===== config.mk =====
export PLATFORM = sky130hd
export DESIGN_NAME = adfr_top
export DESIGN_NICKNAME = d
export VERILOG_FILES = /design/src/core/adfr_pkg.sv /design/src/core/adfr_top.sv /design/src/core/adfr_delay_mem.sv
export SDC_FILE = /design/constraint.sdc
export NUM_CORES = 2
export LEC_CHECK = 0
export BUFFER_PORTS_ARGS = -buffer_cell sky130_fd_sc_hd__buf_4
export CORE_MARGIN = 1.5
export CORE_UTILIZATION = 57
export DETAILED_ROUTE_END_ITERATION = 6
export GPL_ROUTABILITY_DRIVEN = 0
export HOLD_SLACK_MARGIN = 0.06
export PLACE_DENSITY_LB_ADDON = 0.3
export SLEW_MARGIN = 20
export SYNTH_ARGS = -nofsm -noshare
export SYNTH_HDL_FRONTEND = slang
export SYNTH_HIERARCHICAL = 1
export SYNTH_SLANG_ARGS = --single-unit

===== constraint.sdc =====
create_clock -name core_clk -period 8.77 [get_ports core_clk]
set_clock_uncertainty 0.2 [all_clocks]
set_input_delay 0.877 -clock core_clk [delete_from_list [all_inputs] [get_ports core_clk]]
set_output_delay 0.877 -clock core_clk [all_outputs]
set_load 0.01 [all_outputs]

===== src/core/adfr_pkg.sv =====
package adfr_pkg;
    // decimation word after reset (69 decimal)
    localparam logic [7:0] DEC_WORD_RST = 8'h45;
    localparam logic [7:0] DEC_MIN_PLAIN = 8'h03;
    localparam logic [7:0] DEC_MIN_CHOP = 8'h0d;
    // modulator clocks per decimation word step: 8 x 30.5 us = 0.244 ms
    localparam logic [10:0] TICKS_PER_WORD = 11'h008;
    // half a 60 Hz period in 32.768 kHz modulator clocks
    localparam logic [9:0] NOTCH_TAPS = 10'h111;
    localparam logic [1:0] CHOP_LAST_PHASE = 2'h2;
    localparam int ACC_W = 36;
    localparam int RES_W = 24;
    localparam int RES_LSB = 11;
    localparam logic [RES_W-1:0] CLAMP_VALUE = 24'hffffff;
    localparam logic [3:0] CH_PAIR_56 = 4'h2;
    localparam logic [3:0] CH_PAIR_78 = 4'h3;

    typedef struct packed {
        logic chop_enable;
        logic mains_notch_enable;
    } adfr_mode_t;

    typedef struct packed {
        logic primary_second_ref;
        logic primary_bandgap;
        logic aux_bandgap;
    } adfr_refcfg_t;

    typedef struct packed {
        logic enable;
        logic differential;
        logic buffered;
        logic [3:0] pair;
    } adfr_burn_t;

    typedef struct packed {
        logic missing_reference_flag;
        logic primary_cal_error;
        logic auxiliary_cal_error;
        logic cal_busy;
    } adfr_status_t;

    typedef enum logic [1:0] {
        CAL_IDLE = 2'b00,
        CAL_RUN = 2'b01
    } adfr_cal_state_t;

    function automatic logic [7:0] eff_word(input logic [7:0] w, input logic chop);
        if (chop && w < DEC_MIN_CHOP) begin
            eff_word = DEC_MIN_CHOP;
        end else if (w < DEC_MIN_PLAIN) begin
            eff_word = DEC_MIN_PLAIN;
        end else begin
            eff_word = w;
        end
    endfunction : eff_word

    function automatic logic [10:0] last_tick(input logic [7:0] w);
        last_tick = 11'(({3'b000, w} * TICKS_PER_WORD) - 11'h001);
    endfunction : last_tick
endpackage : adfr_pkg


===== src/core/adfr_top.sv =====
`timescale 1ns/10ps
module adfr_top (
    input wire logic core_clk,
    input wire logic sys_rst,
    input wire logic dec_word_wr,
    input wire logic [7:0] dec_word_data,
    input wire adfr_pkg::adfr_mode_t mode,
    input wire adfr_pkg::adfr_refcfg_t ref_cfg,
    input wire adfr_pkg::adfr_burn_t burn_cfg,
    input wire logic cal_start,
    input wire logic cal_gain,
    input wire logic cal_aux,
    input wire logic err_clear,
    input wire logic mod_clk_pin,
    input wire logic mod_bit_pin,
    input wire logic ref_float_pos_pin,
    input wire logic ref_float_neg_pin,
    input wire logic ref_low_pin,
    output logic [7:0] decimation_word,
    output logic [7:0] decimation_eff,
    output logic [23:0] result_data,
    output logic result_valid,
    output logic cal_wr,
    output logic cal_wr_gain,
    output logic cal_wr_aux,
    output logic [23:0] cal_wr_data,
    output adfr_pkg::adfr_status_t status,
    output adfr_pkg::adfr_refcfg_t ref_route,
    output logic [1:0] range_halved,
    output logic burnout_drive
);
    localparam int AW = adfr_pkg::ACC_W;

    logic [2:0] mclk_s;
    logic [1:0] mbit_s;
    logic [1:0] fpos_s;
    logic [1:0] fneg_s;
    logic [1:0] low_s;
    logic tick;
    logic dly_bit;
    logic [1:0] x_in;
    logic [10:0] tick_cnt;
    logic dec_evt;
    logic [1:0] chop_phase;
    logic conv_done;
    logic [AW-1:0] i1, i2, i3, z1, z2, z3;
    logic [AW-1:0] d1, d2, d3;
    logic ref_bad;
    adfr_pkg::adfr_cal_state_t cal_state;
    logic set_err;

    // pins from the analog side get two flops before use
    always_ff @(posedge core_clk) begin
        if (sys_rst) begin
            mclk_s <= 3'h0;
            mbit_s <= 2'h0;
            fpos_s <= 2'h0;
            fneg_s <= 2'h0;
            low_s <= 2'h0;
        end else begin
            mclk_s <= {mclk_s[1:0], mod_clk_pin};
            mbit_s <= {mbit_s[0], mod_bit_pin};
            fpos_s <= {fpos_s[0], ref_float_pos_pin};
            fneg_s <= {fneg_s[0], ref_float_neg_pin};
            low_s <= {low_s[0], ref_low_pin};
        end
    end

    assign tick = mclk_s[1] & ~mclk_s[2];
    assign ref_bad = fpos_s[1] | fneg_s[1] | low_s[1];

    always_ff @(posedge core_clk) begin
        if (sys_rst) begin
            decimation_word <= adfr_pkg::DEC_WORD_RST;
        end else if (dec_word_wr) begin
            decimation_word <= dec_word_data;
        end
    end

    always_ff @(posedge core_clk) begin
        if (sys_rst) begin
            decimation_eff <= adfr_pkg::DEC_WORD_RST;
        end else begin
            decimation_eff <= adfr_pkg::eff_word(decimation_word, mode.chop_enable);
        end
    end

    // comb zero half a 60 Hz period back
    adfr_delay_mem u_notch (
        .core_clk(core_clk),
        .sys_rst(sys_rst),
        .step(tick),
        .din(mbit_s[1]),
        .dout(dly_bit)
    );

    // both paths carry gain two so the word scale does not jump with the notch
    assign x_in = mode.mains_notch_enable ? {1'b0, mbit_s[1]} + {1'b0, dly_bit}
                                          : {mbit_s[1], 1'b0};

    // integrators run at the modulator rate
    always_ff @(posedge core_clk) begin
        if (sys_rst) begin
            i1 <= '0;
            i2 <= '0;
            i3 <= '0;
        end else if (tick) begin
            i1 <= i1 + AW'(x_in);
            i2 <= i2 + i1;
            i3 <= i3 + i2;
        end
    end

    // decimation counter, eight ticks per word step
    always_ff @(posedge core_clk) begin
        if (sys_rst) begin
            tick_cnt <= 11'h000;
        end else if (tick) begin
            tick_cnt <= dec_evt ? 11'h000 : tick_cnt + 11'h001;
        end
    end

    assign dec_evt = tick && tick_cnt >= adfr_pkg::last_tick(decimation_eff);

    // wrap-around arithmetic: comb differences stay exact modulo 2^AW
    always_comb begin
        d1 = i3 - z1;
        d2 = d1 - z2;
        d3 = d2 - z3;
    end

    always_ff @(posedge core_clk) begin
        if (sys_rst) begin
            z1 <= '0;
            z2 <= '0;
            z3 <= '0;
        end else if (dec_evt) begin
            z1 <= i3;
            z2 <= d1;
            z3 <= d2;
        end
    end

    // chop: one output per three filter words
    always_ff @(posedge core_clk) begin
        if (sys_rst) begin
            chop_phase <= 2'h0;
        end else if (!mode.chop_enable) begin
            chop_phase <= 2'h0;
        end else if (dec_evt) begin
            chop_phase <= (chop_phase == adfr_pkg::CHOP_LAST_PHASE) ? 2'h0 : chop_phase + 2'h1;
        end
    end

    assign conv_done = dec_evt && (!mode.chop_enable || chop_phase == adfr_pkg::CHOP_LAST_PHASE);

    always_ff @(posedge core_clk) begin
        if (sys_rst) begin
            result_valid <= 1'b0;
            result_data <= '0;
        end else begin
            result_valid <= conv_done;
            if (conv_done) begin
                result_data <= ref_bad ? adfr_pkg::CLAMP_VALUE
                                       : d3[adfr_pkg::RES_LSB +: adfr_pkg::RES_W];
            end
        end
    end

    always_ff @(posedge core_clk) begin
        if (sys_rst) begin
            status.missing_reference_flag <= 1'b0;
        end else begin
            status.missing_reference_flag <= ref_bad;
        end
    end

    // calibration waits for a normal conversion at the user word
    always_ff @(posedge core_clk) begin
        if (sys_rst) begin
            cal_state <= adfr_pkg::CAL_IDLE;
            cal_wr_gain <= 1'b0;
            cal_wr_aux <= 1'b0;
        end else begin
            case (cal_state)
                adfr_pkg::CAL_IDLE: begin
                    if (cal_start) begin
                        cal_state <= adfr_pkg::CAL_RUN;
                        cal_wr_gain <= cal_gain;
                        cal_wr_aux <= cal_aux;
                    end
                end
                adfr_pkg::CAL_RUN: begin
                    if (ref_bad || conv_done) begin
                        cal_state <= adfr_pkg::CAL_IDLE;
                    end
                end
                default: cal_state <= adfr_pkg::CAL_IDLE;
            endcase
        end
    end

    assign set_err = cal_state == adfr_pkg::CAL_RUN && ref_bad;

    // write only with a good reference
    always_ff @(posedge core_clk) begin
        if (sys_rst) begin
            cal_wr <= 1'b0;
            cal_wr_data <= '0;
        end else begin
            cal_wr <= cal_state == adfr_pkg::CAL_RUN && conv_done && !ref_bad;
            if (cal_state == adfr_pkg::CAL_RUN && conv_done) begin
                cal_wr_data <= d3[adfr_pkg::RES_LSB +: adfr_pkg::RES_W];
            end
        end
    end

    always_ff @(posedge core_clk) begin
        if (sys_rst) begin
            status.cal_busy <= 1'b0;
        end else begin
            status.cal_busy <= cal_state == adfr_pkg::CAL_RUN && !ref_bad && !conv_done
                               || cal_state == adfr_pkg::CAL_IDLE && cal_start;
        end
    end

    // sticky error bits; a new error wins over a clear
    always_ff @(posedge core_clk) begin
        if (sys_rst) begin
            status.primary_cal_error <= 1'b0;
            status.auxiliary_cal_error <= 1'b0;
        end else begin
            status.primary_cal_error <= (status.primary_cal_error & ~err_clear)
                                        | (set_err & ~cal_wr_aux);
            status.auxiliary_cal_error <= (status.auxiliary_cal_error & ~err_clear)
                                          | (set_err & cal_wr_aux);
        end
    end

    // reference routing; auxiliary has no second-reference path
    always_ff @(posedge core_clk) begin
        if (sys_rst) begin
            ref_route <= '0;
            range_halved <= 2'h0;
        end else begin
            ref_route <= ref_cfg;
            range_halved <= {ref_cfg.aux_bandgap, ref_cfg.primary_bandgap};
        end
    end

    always_ff @(posedge core_clk) begin
        if (sys_rst) begin
            burnout_drive <= 1'b0;
        end else begin
            burnout_drive <= burn_cfg.enable && burn_cfg.differential && burn_cfg.buffered
                             && (burn_cfg.pair == adfr_pkg::CH_PAIR_56
                                 || burn_cfg.pair == adfr_pkg::CH_PAIR_78);
        end
    end
endmodule : adfr_top


===== src/core/adfr_delay_mem.sv =====
`timescale 1ns/10ps
module adfr_delay_mem (
    input wire logic core_clk,
    input wire logic sys_rst,
    input wire logic step,
    input wire logic din,
    output logic dout
);
    logic mem [0:511];
    logic [9:0] addr;

    // ring of NOTCH_TAPS entries: each step reads the oldest bit, then overwrites it
    always_ff @(posedge core_clk) begin
        if (sys_rst) begin
            addr <= 10'h000;
        end else if (step) begin
            addr <= (addr == adfr_pkg::NOTCH_TAPS - 10'h001) ? 10'h000 : addr + 10'h001;
        end
    end

    always_ff @(posedge core_clk) begin
        if (step) begin
            mem[addr[8:0]] <= din;
        end
    end

    always_ff @(posedge core_clk) begin
        if (sys_rst) begin
            dout <= 1'b0;
        end else if (step) begin
            dout <= mem[addr[8:0]];
        end
    end
endmodule : adfr_delay_mem


==> impl_metrics.ini <==
[worst_setup_path]
reg2reg_slack_ns = 1.72
timing.rr.end = result_data[20]$_SDFFE_PP0P_
cp_max_fo = 5
crit_type = flip-flop to flip-flop
ff2ff_path_depth = 33
critPathArrivalTime_ns = 7.35
worstPathRequired_ns = 9.07
end_kind = flip-flop
slowest_delay_ns = 0.43
r2r-start = i3[0]$_SDFFE_PP0P_
cp_slowest_cell = fa_1
crit_path_start_kind = flip-flop

[clock_tree]
ctsHoldBuffers = 0
cts_resized = 0
numCtsBuffers = 87
cts_sinks = 834
cts_buffer_depth = 3
clock_latency_ns = 0.66
clkTransAtPathRegs_ns = 0.07
cts_setup_buffers = 0
cts_tree = done
htreeDepth = 3
cts_root_buf = clkbuf_16

[synthesis]
synth-seq-cells = 834
ys.flop_type = edfxtp_1
synth_commonest_cells = 723 x nor2_1, 512 x edfxtp_1, 497 x nand2_1, 343 x a21oi_1, 322 x dfxtp_1
yosysMostFrequentCell = nor2_1
synth_warnings = 6
syn-instance-count = 4177
synthArstFlopShare_pct = 0
synth_edf_count = 512
syn_area_per_cell_um2 = 10.2
synth-seq-area-share_pct = 51.4
synth_cell_types = 93
synth_top_area_cell = edfxtp_1
synth_area_mm2 = 0.0424
synth_top_area_share_pct = 36.2
synthTopCellsByArea = edfxtp_1 36%, dfxtp_1 15%, nor2_1 6.4%
synth_fp_nets = 4400

[sta]
tightest_slew_ns = 1.22
finalHoldViolations = 0
setup_slack_ns = 1.72
slew_headroom_pct = 16.3
fin_crit_ns = 7.05
slew_violations = 0
setup_viol = 0
rsz0062_at_grt = false
min_period_over_period_pct = 80.4
fin_setup_tns_ns = 0
max_freq_ghz = 0.142

[global_route]
grt_max_degree = 289
grt-ovfl-total = 0
antenna_found_initial = 0
grt_use_total_pct = 25.9
grt_pass1_vias = 30200
grt_pass1_wl_um = 157000

[die]
die_area_mm2 = 0.0761
die_x_um = 276
initial_core_util_pct = 57.9
boundaryPins = 110
die-height_um = 276
rows = 99
coreArea_mm2 = 0.0733

[flow_run]
maxCapViolCount = 0

[power_and_ir_drop]
p_per_area_mw_per_mm2 = 186
ir_drop_v = 0.000256
p_leak_nw = 17.2

[min_path]
holdPathEnd = range_halved[0]$_SDFF_PP0_
min_path_type = input pin to flip-flop
hold_depth = 2
hold_start = ref_cfg[1]

[place]
io_buffers = 108
place_ws_ns = 1.86
dp.cells = 5041
hpwl_um = 60500

[routing]
viasPerCell = 5.97
wire_per_inst_um = 19.0
drt-pass1-iter-count = 6
remaining_drc_errors = 0
via_count = 31000
drt_iter0_drc = 2651
routed_wl_um = 98700
ant_nets = 0

[layout]
drive_above_1_share_pct = 10.0
multi_input_area_mm2 = 0.0190
num_antenna_cells = 0
seqCellArea_mm2 = 0.0218
fill_cells = 5820
area_growth_syn_to_layout_pct = 9.94
stdcell_count = 5201
nets = 4394

[run_status]
status = complete, no violations
==> cell families (layout without fill, tap and decap cells) <==
kind of cell               count (synthesis)  after routing  synth area share [%]
adders and majority gates                191            191                  5.72
muxes                                    173            173                  7.26
AOI/OAI and AO/OA                        775            775                  11.5
and+or+nand+nor                         1621           1621                  16.5
DFF                                      834            834                  51.4
xor gates and xnor gates                 178            178                  3.71
buffers and inverters                    405            470                  3.89
==> critical path, delay by kind of cell, from the launching register on <==
family / cells / cell delay, ns
fa+ha+maj: 4 / 1.30
flops: 1 / 0.37
simple gates: 5 / 0.60
xor+xnor: 3 / 0.68
compound gates: 19 / 3.59
buf+inv: 2 / 0.17
==> metal layers <==
layer / GRT usage [%] / part of all wire (%)
met1: 31.8 / 39
met2: 45.9 / 50
met3: 4.22 / 7.1
met4: 9.75 / 3.6
met5: 0 / 0
==> where the power goes <==
part	total, W	internal [W]	switching [W]
logic	0.000844	0.000335	0.000509
clock network	0.00368	0.00209	0.00159
registers	0.00417	0.00416	0.0000198
total	0.00870	0.00658	0.00212
==> state kept, by name, summed over array words and instances, names as in the netlist, 8 cells and up <==
register / count
u_notch/mem: 512
i3: 35
tick_cnt: 11
i2: 35
decimation_word: 8
cal_wr_data: 24
result_data: 24
decimation_eff: 8
z3: 35
z1: 35
z2: 35
i1: 35
u_notch/addr: 10
==> how the worst max path moves through the flow <==
stage / endpoint / cells past startpoint / startpoint
floorplan: i1[34]$_SDFFE_PP0P_ / 12 / mbit_s[1]$_SDFF_PP0_
global placement: result_data[23]$_SDFFE_PP0P_ / 33 / i3[0]$_SDFFE_PP0P_
detailed placement: result_data[23]$_SDFFE_PP0P_ / 33 / i3[0]$_SDFFE_PP0P_
CTS: result_data[23]$_SDFFE_PP0P_ / 33 / z1[1]$_SDFFE_PP0P_
global route: result_data[20]$_SDFFE_PP0P_ / 33 / z1[1]$_SDFFE_PP0P_
finish: result_data[20]$_SDFFE_PP0P_ / 33 / i3[0]$_SDFFE_PP0P_
==> area by class of cell <==
| cell class | count | share of cell area [%] |
|---|---|---|
| clock buffers | 113 | 5.03 |
| flip-flops and latches | 834 | 46.8 |
| repair buffers | 150 | 2.48 |
| multi-input cells | 2938 | 40.7 |
| clock inverters | 47 | 1.12 |
| inverters | 160 | 1.29 |
| well taps | 959 | 2.57 |
==> cells in the final DEF (no fill, tap or decap), types with 13 or more instances in the layout <==
master	count
buf_4	147
o21ai_0	92
o21a_1	23
a31oi_1	35
mux2i_1	60
ha_1	186
a211oi_1	27
or3_1	25
inv_1	157
nor2_1	722
nor3_1	60
and3_1	42
dfxtp_1	318
and4_1	13
xor2_1	85
clkbuf_16	88
edfxtp_1	512
nor2b_1	41
nand3_1	89
mux4_2	98
xnor2_1	92
clkinv_2	17
o21bai_1	20
a21oi_1	343
clkinv_1	13
o211ai_1	20
nand2b_1	22
a21o_1	67
nand4_1	32
clkbuf_1	20
o21ai_1	20
nand2_1	496
==> per-stage QoR <==
stage          cell area, µm²  utilization [%]  total power, W  hold WS (ns)
6_report                46600             63.6         0.00870         0.231
4_1_cts                 46600             63.6         0.00875         0.194
3_5_place_dp            43800             59.7         0.00509         0.227
2_1_floorplan           42400                -         0.00491         0.214
3_3_place_gp            43800             59.7         0.00508         0.220
5_1_grt                 46600             63.6         0.00902         0.216
No activity file was read; power rests on OpenSTA's default activity.
